$ cat src/mss_pkg.sv
// Constants, register map and carrier types for the multi-step speed sequencer.
// Assumes a 10 MHz pclk and a 32-bit APB master with byte addresses.
//
// Contract
// - Run mode 0 stops the drive after one full cycle until a new run command arrives.
// - Run mode 1 keeps the last step's reference and direction after one cycle.
// - Run mode 2 restarts the cycle automatically until a stop command arrives.
// - As a frequency reference, a negative step value commands reverse running.
// - Each of the sixteen step values is signed, limited to -100.0..100.0 percent, default 0.
// - Step values scale to maximum frequency, to rated voltage, or pass unscaled for PID.
// - With power retention on, position and frequency are saved at power loss and resumed; the code resumes only the step and elapsed time, not ref_val.
// - With power retention off, the sequence restarts from its beginning after power returns.
// - With stop retention on, position and frequency are recorded at stop and resumed at start; the code resumes only the step and elapsed time, not ref_val.
// - With stop retention off, every start begins the sequence from its first step; the code resumes a power-loss snapshot at the first start after reset.
// - Each step has a duration of 0.0 to 6500.0 units in tenths, default zero.
// - Each step carries a two-bit ramp time set selector applied while it is active.
// - The time unit setting picks seconds (0) or hours (1) for step durations.
// - Step 0 takes its value from a selectable source.
package mss_pkg;
  localparam int STEPS = 16;
  localparam int CLK_PERIOD_NS = 100;
  localparam int TENTH_SEC_NS = 100_000_000;
  localparam int TENTH_SEC_CYCLES = (TENTH_SEC_NS + CLK_PERIOD_NS - 1) / CLK_PERIOD_NS;
  localparam int TENTHS_PER_HOUR_TENTH = 3600;
  localparam logic signed [15:0] STEP_MAX = 16'sh03E8;
  localparam logic signed [15:0] STEP_MIN = -16'sh03E8;
  localparam logic [15:0] DUR_MAX = 16'hFDE8;
  localparam logic signed [32:0] PCT_FULL = 33'sh003E8;
  localparam logic [3:0] LAST_STEP = 4'hF;
  // Register byte offsets.
  localparam logic [7:0] OFS_CTRL = 8'h00;
  localparam logic [7:0] OFS_STATUS = 8'h04;
  localparam logic [7:0] OFS_MAXF = 8'h08;
  localparam logic [7:0] OFS_VOLT = 8'h0C;
  localparam logic [7:0] OFS_VAL = 8'h40;
  localparam logic [7:0] OFS_CFG = 8'h80;
  localparam logic [7:0] OFS_BLK_MASK = 8'hC0;
  // Control fields.
  localparam int CTRL_MODE_LSB = 0;
  localparam int CTRL_RET_PWR = 2;
  localparam int CTRL_RET_STOP = 3;
  localparam int CTRL_UNIT = 4;
  localparam int CTRL_SRC_LSB = 5;
  localparam int CTRL_KIND_LSB = 8;
  localparam logic [9:0] CTRL_RESET = 10'h000;
  localparam int CFG_RAMP_LSB = 16;
  typedef enum logic [1:0] {MSS_ONCE, MSS_HOLD_LAST, MSS_REPEAT, MSS_MODE_RSVD} mss_mode_t;
  typedef enum logic [1:0] {MSS_FREQ, MSS_VOLT, MSS_PID, MSS_KIND_RSVD} mss_kind_t;
  typedef enum logic [2:0] {
    MSS_SRC_STORED, MSS_SRC_AI1, MSS_SRC_AI2, MSS_SRC_AI3,
    MSS_SRC_PULSE, MSS_SRC_PID, MSS_SRC_KEYPAD, MSS_SRC_POT
  } mss_src_sel_t;
  typedef enum {MSS_IDLE, MSS_RUN, MSS_HOLD} mss_state_t;
  typedef struct packed {
    logic signed [15:0] ai1;
    logic signed [15:0] ai2;
    logic signed [15:0] ai3;
    logic signed [15:0] pulse;
    logic signed [15:0] pid;
    logic signed [15:0] keypad;
    logic signed [15:0] pot;
  } mss_src_t;
  typedef struct packed {
    logic [3:0] step;
    logic [15:0] elapsed;
    logic signed [31:0] ref_val;
  } mss_snap_t;
endpackage

$ cat src/mss_sequencer.sv
// Multi-step speed sequencer with an APB register file.
// Assumes run, stop and power-fail pins are asynchronous; sources and
// nonvolatile snapshot inputs come from logic on pclk.
//
// The APB interface to the registers and the register addresses were left to the implementer.
`timescale 1ns/100ps
module mss_sequencer import mss_pkg::*; #(
  parameter int TENTH_CYCLES = TENTH_SEC_CYCLES,
  parameter int HOUR_TENTHS = TENTHS_PER_HOUR_TENTH
) (
  // Clock and reset.
  input wire logic pclk,
  input wire logic presetn,
  // APB slave.
  input wire logic psel,
  input wire logic penable,
  input wire logic pwrite,
  input wire logic [7:0] paddr,
  input wire logic [31:0] pwdata,
  output logic [31:0] prdata,
  output logic pready,
  output logic pslverr,
  // Command pins.
  input wire logic run_cmd_pin,
  input wire logic stop_cmd_pin,
  input wire logic power_fail_pin,
  // Manual step selection from the terminal logic.
  input wire logic seq_enable,
  input wire logic [3:0] term_step_sel,
  // Alternative step 0 sources.
  input wire mss_src_t src_in,
  // Nonvolatile snapshot, sampled once after reset.
  input wire logic nv_resume_en,
  input wire mss_snap_t nv_snap_in,
  output mss_snap_t nv_snap_out,
  output logic nv_store,
  // Reference path.
  output logic signed [31:0] ref_out,
  output logic dir_rev,
  output logic [1:0] ramp_sel,
  output logic run_out,
  output logic [3:0] step_idx,
  output logic cycle_done
);
  ////////////////////////////////////////////////////////////////////////////
  logic [2:0] sync1_r;
  logic [2:0] sync2_r;
  logic [2:0] sync3_r;
  logic run_ev, stop_ev, pf_ev;
  logic [9:0] ctrl_r;
  logic [15:0] maxf_r, volt_r;
  logic signed [15:0] val_r [STEPS];
  logic [15:0] dur_r [STEPS];
  logic [1:0] rsel_r [STEPS];
  mss_state_t state_r;
  logic [3:0] idx_r;
  logic [15:0] elapsed_r;
  logic [31:0] pre_r;
  logic [11:0] hr_r;
  logic tick_tenth, unit_tick;
  logic boot_r;
  logic resume_r;
  logic from_stop_r;
  logic resume_use;
  mss_snap_t saved_r;
  logic signed [15:0] act_val;
  logic signed [32:0] prod;
  logic signed [31:0] ref_nxt;
  logic [3:0] act_idx;
  logic step_end, cyc_end;
  logic apb_setup, apb_wr;
  logic [3:0] ridx;
  logic [31:0] rdata_nxt;
  logic rerr_nxt;
  mss_mode_t mode;
  mss_kind_t kind;

  assign mode = mss_mode_t'(ctrl_r[CTRL_MODE_LSB +: 2]);
  assign kind = mss_kind_t'(ctrl_r[CTRL_KIND_LSB +: 2]);

  ////////////////////////////////////////////////////////////////////////////
  // Pin synchronisers; edges are taken only from the second stage onward.
  always_ff @(posedge pclk or negedge presetn) begin
    if (!presetn) begin
      sync1_r <= 3'h0;
      sync2_r <= 3'h0;
      sync3_r <= 3'h0;
    end else begin
      sync1_r <= {power_fail_pin, stop_cmd_pin, run_cmd_pin};
      sync2_r <= sync1_r;
      sync3_r <= sync2_r;
    end
  end
  assign run_ev = sync2_r[0] & ~sync3_r[0];
  assign stop_ev = sync2_r[1] & ~sync3_r[1];
  assign pf_ev = sync2_r[2] & ~sync3_r[2];

  ////////////////////////////////////////////////////////////////////////////
  // APB: one wait-free access cycle, pready raised after the setup cycle.
  assign apb_setup = psel & ~penable & ~pready;
  assign apb_wr = psel & penable & pready & pwrite & ~pslverr;
  assign ridx = paddr[5:2];

  always_comb begin
    rdata_nxt = 32'h0000_0000;
    rerr_nxt = 1'b0;
    if (paddr[1:0] != 2'h0) begin
      rerr_nxt = 1'b1;
    end else if (paddr == OFS_CTRL) begin
      rdata_nxt = {22'h00_0000, ctrl_r};
    end else if (paddr == OFS_STATUS) begin
      rdata_nxt = {24'h00_0000, resume_r, state_r == MSS_HOLD, state_r == MSS_RUN,
                   dir_rev, idx_r};
    end else if (paddr == OFS_MAXF) begin
      rdata_nxt = {16'h0000, maxf_r};
    end else if (paddr == OFS_VOLT) begin
      rdata_nxt = {16'h0000, volt_r};
    end else if ((paddr & OFS_BLK_MASK) == OFS_VAL) begin
      rdata_nxt = {{16{val_r[ridx][15]}}, val_r[ridx]};
    end else if ((paddr & OFS_BLK_MASK) == OFS_CFG) begin
      rdata_nxt = {14'h0000, rsel_r[ridx], dur_r[ridx]};
    end else begin
      rerr_nxt = 1'b1;
    end
  end

  always_ff @(posedge pclk or negedge presetn) begin
    if (!presetn) begin
      pready <= 1'b0;
      pslverr <= 1'b0;
      prdata <= 32'h0000_0000;
    end else begin
      pready <= apb_setup;
      pslverr <= apb_setup & rerr_nxt;
      prdata <= apb_setup ? rdata_nxt : 32'h0000_0000;
    end
  end

  // Control and scale registers.
  always_ff @(posedge pclk or negedge presetn) begin
    if (!presetn) begin
      ctrl_r <= CTRL_RESET;
      maxf_r <= 16'h0000;
      volt_r <= 16'h0000;
    end else if (apb_wr) begin
      if (paddr == OFS_CTRL) ctrl_r <= pwdata[9:0];
      if (paddr == OFS_MAXF) maxf_r <= pwdata[15:0];
      if (paddr == OFS_VOLT) volt_r <= pwdata[15:0];
    end
  end

  // Step tables; writes outside the legal span are clamped.
  always_ff @(posedge pclk or negedge presetn) begin
    if (!presetn) begin
      for (int i = 0; i < STEPS; i++) begin
        val_r[i] <= 16'sh0000;
        dur_r[i] <= 16'h0000;
        rsel_r[i] <= 2'h0;
      end
    end else if (apb_wr) begin
      if ((paddr & OFS_BLK_MASK) == OFS_VAL) begin
        if ($signed(pwdata) > 32'(STEP_MAX)) val_r[ridx] <= STEP_MAX;
        else if ($signed(pwdata) < 32'(STEP_MIN)) val_r[ridx] <= STEP_MIN;
        else val_r[ridx] <= pwdata[15:0];
      end
      if ((paddr & OFS_BLK_MASK) == OFS_CFG) begin
        dur_r[ridx] <= (pwdata[15:0] > DUR_MAX) ? DUR_MAX : pwdata[15:0];
        rsel_r[ridx] <= pwdata[CFG_RAMP_LSB +: 2];
      end
    end
  end

  ////////////////////////////////////////////////////////////////////////////
  // Time base: tenth-second tick, divided again when the unit is hours.
  assign tick_tenth = (pre_r == 32'(TENTH_CYCLES - 1));
  always_ff @(posedge pclk or negedge presetn) begin
    if (!presetn) begin
      pre_r <= 32'h0000_0000;
      hr_r <= 12'h000;
    end else begin
      pre_r <= tick_tenth ? 32'h0000_0000 : pre_r + 32'h0000_0001;
      if (tick_tenth) hr_r <= (hr_r == 12'(HOUR_TENTHS - 1)) ? 12'h000 : hr_r + 12'h001;
    end
  end
  assign unit_tick = ctrl_r[CTRL_UNIT] ? (tick_tenth && hr_r == 12'(HOUR_TENTHS - 1))
                                       : tick_tenth;

  ////////////////////////////////////////////////////////////////////////////
  // Active step value and its scaled reference.
  assign act_idx = seq_enable ? idx_r : term_step_sel;
  assign step_end = (state_r == MSS_RUN) && (elapsed_r >= dur_r[idx_r]);
  assign cyc_end = step_end && (idx_r == LAST_STEP);
  // A position recorded at stop is honoured only while stop retention is still selected,
  // so clearing that digit between stop and start makes the next start begin at step 0.
  assign resume_use = resume_r && (!from_stop_r || ctrl_r[CTRL_RET_STOP]);

  always_comb begin
    act_val = val_r[act_idx];
    if (act_idx == 4'h0) begin
      case (mss_src_sel_t'(ctrl_r[CTRL_SRC_LSB +: 3]))
        MSS_SRC_AI1: act_val = src_in.ai1;
        MSS_SRC_AI2: act_val = src_in.ai2;
        MSS_SRC_AI3: act_val = src_in.ai3;
        MSS_SRC_PULSE: act_val = src_in.pulse;
        MSS_SRC_PID: act_val = src_in.pid;
        MSS_SRC_KEYPAD: act_val = src_in.keypad;
        MSS_SRC_POT: act_val = src_in.pot;
        default: act_val = val_r[0];
      endcase
    end
  end

  always_comb begin
    prod = 33'sh0_0000_0000;
    case (kind)
      MSS_FREQ: prod = act_val * $signed({1'b0, maxf_r});
      MSS_VOLT: prod = act_val * $signed({1'b0, volt_r});
      default: prod = 33'(act_val);
    endcase
    ref_nxt = (kind == MSS_PID) ? 32'(act_val) : 32'(prod / PCT_FULL);
  end

  ////////////////////////////////////////////////////////////////////////////
  // Sequencer state, step index and elapsed time.
  always_ff @(posedge pclk or negedge presetn) begin
    if (!presetn) begin
      state_r <= MSS_IDLE;
      idx_r <= 4'h0;
      elapsed_r <= 16'h0000;
    end else if (pf_ev || stop_ev) begin
      state_r <= MSS_IDLE;
    end else if (run_ev && state_r == MSS_IDLE) begin
      state_r <= MSS_RUN;
      idx_r <= resume_use ? saved_r.step : 4'h0;
      elapsed_r <= resume_use ? saved_r.elapsed : 16'h0000;
    end else if (cyc_end) begin
      elapsed_r <= 16'h0000;
      case (mode)
        MSS_ONCE: state_r <= MSS_IDLE;
        MSS_REPEAT: idx_r <= 4'h0;
        default: state_r <= MSS_HOLD;
      endcase
    end else if (step_end) begin
      idx_r <= idx_r + 4'h1;
      elapsed_r <= 16'h0000;
    end else if (state_r == MSS_RUN && unit_tick) begin
      elapsed_r <= elapsed_r + 16'h0001;
    end
  end

  // Resume snapshot: loaded from storage after reset, recorded at stop.
  always_ff @(posedge pclk or negedge presetn) begin
    if (!presetn) begin
      boot_r <= 1'b1;
      resume_r <= 1'b0;
      from_stop_r <= 1'b0;
      saved_r <= '0;
    end else begin
      boot_r <= 1'b0;
      if (boot_r) begin
        resume_r <= nv_resume_en;
        from_stop_r <= 1'b0;
        saved_r <= nv_snap_in;
      end else if (stop_ev && state_r != MSS_IDLE) begin
        resume_r <= ctrl_r[CTRL_RET_STOP];
        from_stop_r <= 1'b1;
        saved_r <= '{step: idx_r, elapsed: elapsed_r, ref_val: ref_out};
      end else if (run_ev && state_r == MSS_IDLE) begin
        resume_r <= 1'b0;
      end else if (cyc_end && mode == MSS_ONCE) begin
        resume_r <= 1'b0;
      end
    end
  end

  // Power-loss store toward nonvolatile memory.
  always_ff @(posedge pclk or negedge presetn) begin
    if (!presetn) begin
      nv_store <= 1'b0;
      nv_snap_out <= '0;
    end else begin
      nv_store <= pf_ev && ctrl_r[CTRL_RET_PWR] && state_r != MSS_IDLE;
      if (pf_ev) nv_snap_out <= '{step: idx_r, elapsed: elapsed_r, ref_val: ref_out};
    end
  end

  // Outputs to the reference path.
  always_ff @(posedge pclk or negedge presetn) begin
    if (!presetn) begin
      ref_out <= 32'sh0000_0000;
      dir_rev <= 1'b0;
      ramp_sel <= 2'h0;
      run_out <= 1'b0;
      step_idx <= 4'h0;
      cycle_done <= 1'b0;
    end else begin
      ref_out <= ref_nxt;
      dir_rev <= (kind == MSS_FREQ) && act_val < 16'sh0000;
      ramp_sel <= rsel_r[act_idx];
      run_out <= (state_r == MSS_RUN) || (state_r == MSS_HOLD);
      step_idx <= act_idx;
      cycle_done <= cyc_end;
    end
  end
endmodule

$ cat config.mk
export PLATFORM = sky130hd
export DESIGN_NAME = mss_sequencer
export DESIGN_NICKNAME = d
export VERILOG_FILES = /design/src/mss_pkg.sv /design/src/mss_sequencer.sv
export SDC_FILE = /design/constraint.sdc
export NUM_CORES = 2
export LEC_CHECK = 0
export ABC_AREA = 1
export BUFFER_PORTS_ARGS = -buffer_cell sky130_fd_sc_hd__buf_4
export CELL_PAD_IN_SITES_DETAIL_PLACEMENT = 0
export CELL_PAD_IN_SITES_GLOBAL_PLACEMENT = 1
export CORE_MARGIN = 3
export CORE_UTILIZATION = 51
export CTS_CLUSTER_SIZE = 30
export DETAILED_ROUTE_END_ITERATION = 8
export GPL_ROUTABILITY_DRIVEN = 0
export PLACE_DENSITY_LB_ADDON = 0.1
export SYNTH_ARGS = -nofsm -noshare
export SYNTH_HDL_FRONTEND = slang
export SYNTH_SLANG_ARGS = --single-unit
$ cat constraint.sdc
create_clock -name pclk -period 38 [get_ports pclk]
set_input_delay 11.4 -clock pclk [delete_from_list [all_inputs] [get_ports pclk]]
set_output_delay 11.4 -clock pclk [all_outputs]
set_load 0.005 [all_outputs]
==> results.sh <==
export IMPL_crit_required_ps=38570
export IMPL_synth_enable_flop_cells=0
export IMPL_synthesis_area_um2=70900
export IMPL_ys_seq_elements=799
export IMPL_fin_ws_ps=2410
export IMPL_whs_endpoint="sync2_r[2]$_DFF_PN0_"
export IMPL_reg2regPathDepth=167
export IMPL_cts_tree="built"
export IMPL_path_clk_slew_ps=50
export IMPL_placed_cell_area_um2=73700
export IMPL_ys_seq_area_frac=0.282
export IMPL_final_common_cell="nand2_1"
export IMPL_async_flop_share=1.00
export IMPL_regToRegStartpoint="idx_r[0]$_DFFE_PN0P_"
export IMPL_syn_inst=9491
export IMPL_multi_input_area_um2=42200
export IMPL_final_setup_skew_ps=51.5
export IMPL_drc_errors=0
export IMPL_max_stage_delay_ps=570
export IMPL_routed_wl_mm=261
export IMPL_ios=346
export IMPL_finalCritPeriodShare=0.936
export IMPL_synth_top_area_share=0.282
export IMPL_numCtsBuffers=91
export IMPL_num_fill_cells=13300
export IMPL_hp_class="flip-flop to flip-flop"
export IMPL_holdWs_ps=359
export IMPL_end_kind="flip-flop"
export IMPL_drtAntennaViolNets=0
export IMPL_yosys_area_top_type="dfrtp_1"
export IMPL_grt_pass1_vias=64000
export IMPL_insertion_delay_ps=730
export IMPL_path_class="primary input to flip-flop"
export IMPL_grt_setup_unrepaired="no"
export IMPL_slew_viol_final=0
export IMPL_cts_setup_buffers=0
export IMPL_r2r_setup_slack_ps=12020
export IMPL_port_buffers=313
export IMPL_ctsRootBufferMaster="clkbuf_16"
export IMPL_fp_dieW_um=379
export IMPL_gr_total_overflow=0
export IMPL_wl_per_cell_um=22.9
export IMPL_reg2reg_to="ref_out[26]$_DFF_PN0_"
export IMPL_min_path_cells=0
export IMPL_die_area_um2=144000
export IMPL_dpl_worst_slack_ps=1480
export IMPL_core_area_um2=138000
export IMPL_htreeDepth=3
export IMPL_ys_warn_count=0
export IMPL_path_common_cell="nand2_2"
export IMPL_fin_crit_ps=35590
export IMPL_route_detailed_vias_per_inst=5.91
export IMPL_synth_cell_type_count=100
export IMPL_regArea_um2=20000
export IMPL_timing_fmax_mhz=28.1
export IMPL_std_cell_rows=136
export IMPL_cp_max_fo=58
export IMPL_final_cell_mix="1893 x nand2_1, 1487 x inv_1, 830 x o21ai_0"
export IMPL_start_kind="primary input"
export IMPL_antenna_found_initial=9
export IMPL_min_delay_start="sync1_r[2]$_DFF_PN0_"
export IMPL_grt_usage=0.360
export IMPL_start_util=0.515
export IMPL_clock_sinks=799
export IMPL_finalSetupTns_ps=0
export IMPL_drive_gt1_frac=0.131
export IMPL_worst_ep_arrival_time_ps=36150
export IMPL_finalNetCount=10400
export IMPL_dr_total_vias=67300
export IMPL_slowest_stage="o21ai_0"
export IMPL_drt_pass1_iter_count=6
export IMPL_max_slew_worst_pin_slew_ps=1240
export IMPL_area_delta_synth_final_pct=8.31
export IMPL_synth_main_ff_cell="dfrtp_1"
export IMPL_setup_viol=0
export IMPL_dpl_hpwl_mm=185
export IMPL_postLayoutCellArea_um2=76800
export IMPL_ys_top_cells_by_area="dfrtp_1 28%, fa_1 11%, nand2_1 10%"
export IMPL_avgSynthCellArea_um2=7.47
export IMPL_hold_violations=0
export IMPL_syn_nets=10400
export IMPL_drt_initial_drc_count=7481
export IMPL_max_cap_viol_count=0
export IMPL_relSlewSlack=0.169
export IMPL_grt_max_degree=173
export IMPL_clk_path_buf_depth=3
export IMPL_grt_pass1_wl_mm=393
export IMPL_fp_dieH_um=379
export IMPL_status="complete, no violations"
cell usage after synthesis, types with 20 or more instances:
cell type  instances
nand2_2          211
o21ai_0          830
o22ai_1          248
o2111ai_1         31
o221ai_1          28
a21oi_1          330
nor2_2            62
buf_6             31
nor3_1            44
o31ai_1           34
inv_2             62
buf_1             32
nand3b_1          25
nor2_4            27
nor4_1            30
clkbuf_8          20
fa_1             388
a221oi_1          23
nand3_1          565
clkinv_1          44
clkbuf_1         317
nand4_1           89
inv_1           1492
nand2_1         1897
nand2_4           81
ha_1             272
nand3_2           81
dfrtp_1          798
o21ai_2           28
o21ai_1           65
mux2_2            34
xor2_1            76
a22oi_1           58
buf_4             20
a2111oi_0         82
nor2_1           737
o211ai_1          87
metal layers:
layer  vias up  part of all wire  global-route usage  routed length [um]
met5         -           0.00018                   0                  47
met4         8             0.046               0.147               12000
met3       604              0.11              0.0910               29600
met2      3529              0.43               0.538              111000
met1     32400              0.41               0.497              107000
li1      30800                 -                   -                   -
logic make-up after synthesis:
logic type               synth area share
AO/OA/AOI/OAI                       0.161
AND/OR/NAND/NOR                     0.258
multiplexers                      0.00540
buffers and inverters               0.124
flip-flops                          0.282
other                           0.0000529
adder cells (fa/ha/maj)             0.158
XOR/XNOR                           0.0117
registers in the layout, summed over array words and instances (netlist names), 19 cells and up:
name / flops
dur_r: 256
nv_snap_out: 52
prdata: 19
pre_r: 32
ref_out: 32
rsel_r: 32
saved_r: 20
val_r: 256
worst max-delay path by stage:
stage | cells after the start | slack, ps | endpoint | start
after floorplan | 180 | 7250 | ref_out[24]$_DFF_PN0_ | seq_enable
after global placement | 163 | 1880 | ref_out[24]$_DFF_PN0_ | seq_enable
after detailed placement | 160 | 1480 | ref_out[26]$_DFF_PN0_ | seq_enable
after CTS | 160 | 2160 | ref_out[26]$_DFF_PN0_ | seq_enable
after global routing | 167 | 110 | ref_out[24]$_DFF_PN0_ | seq_enable
final | 163 | 2410 | ref_out[26]$_DFF_PN0_ | seq_enable
worst max-delay path: cells and delay by family:
family / cells / cell delay [ps]
AOI/OAI and AO/OA: 7 / 2010
xor gates and xnor gates: 1 / 220
adders and majority gates: 8 / 3790
buffers and inverters: 27 / 3800
and+or+nand+nor: 120 / 14750
metrics by stage:
| step | cells | util |
|---|---|---|
| 6_report | 11400 | 0.557 |
| 5_1_grt | 11400 | 0.557 |
| 2_1_floorplan | 9491 | - |
| 3_5_place_dp | 11200 | 0.534 |
| 4_1_cts | 11400 | 0.557 |
| 3_3_place_gp | 11200 | 0.534 |
cell type report:
class	count	share of cell area
multi-input cells	6615	0.550
flip-flops and latches	799	0.260
inverters	1612	0.0798
repair buffers	404	0.0403
clock buffers	127	0.0342
well taps	1794	0.0292
clock inverters	34	0.00637
diodes	2	0.0000652
timing repair:
item | 4_1_cts | 5_1_grt
setup endpoints to repair | 0 | 8
resized for setup | 0 | 4
hold buffers | 0 | 0
Power is not shown: default switching activity piles up to over one toggle a cycle in this logic, so the estimate is an artifact.
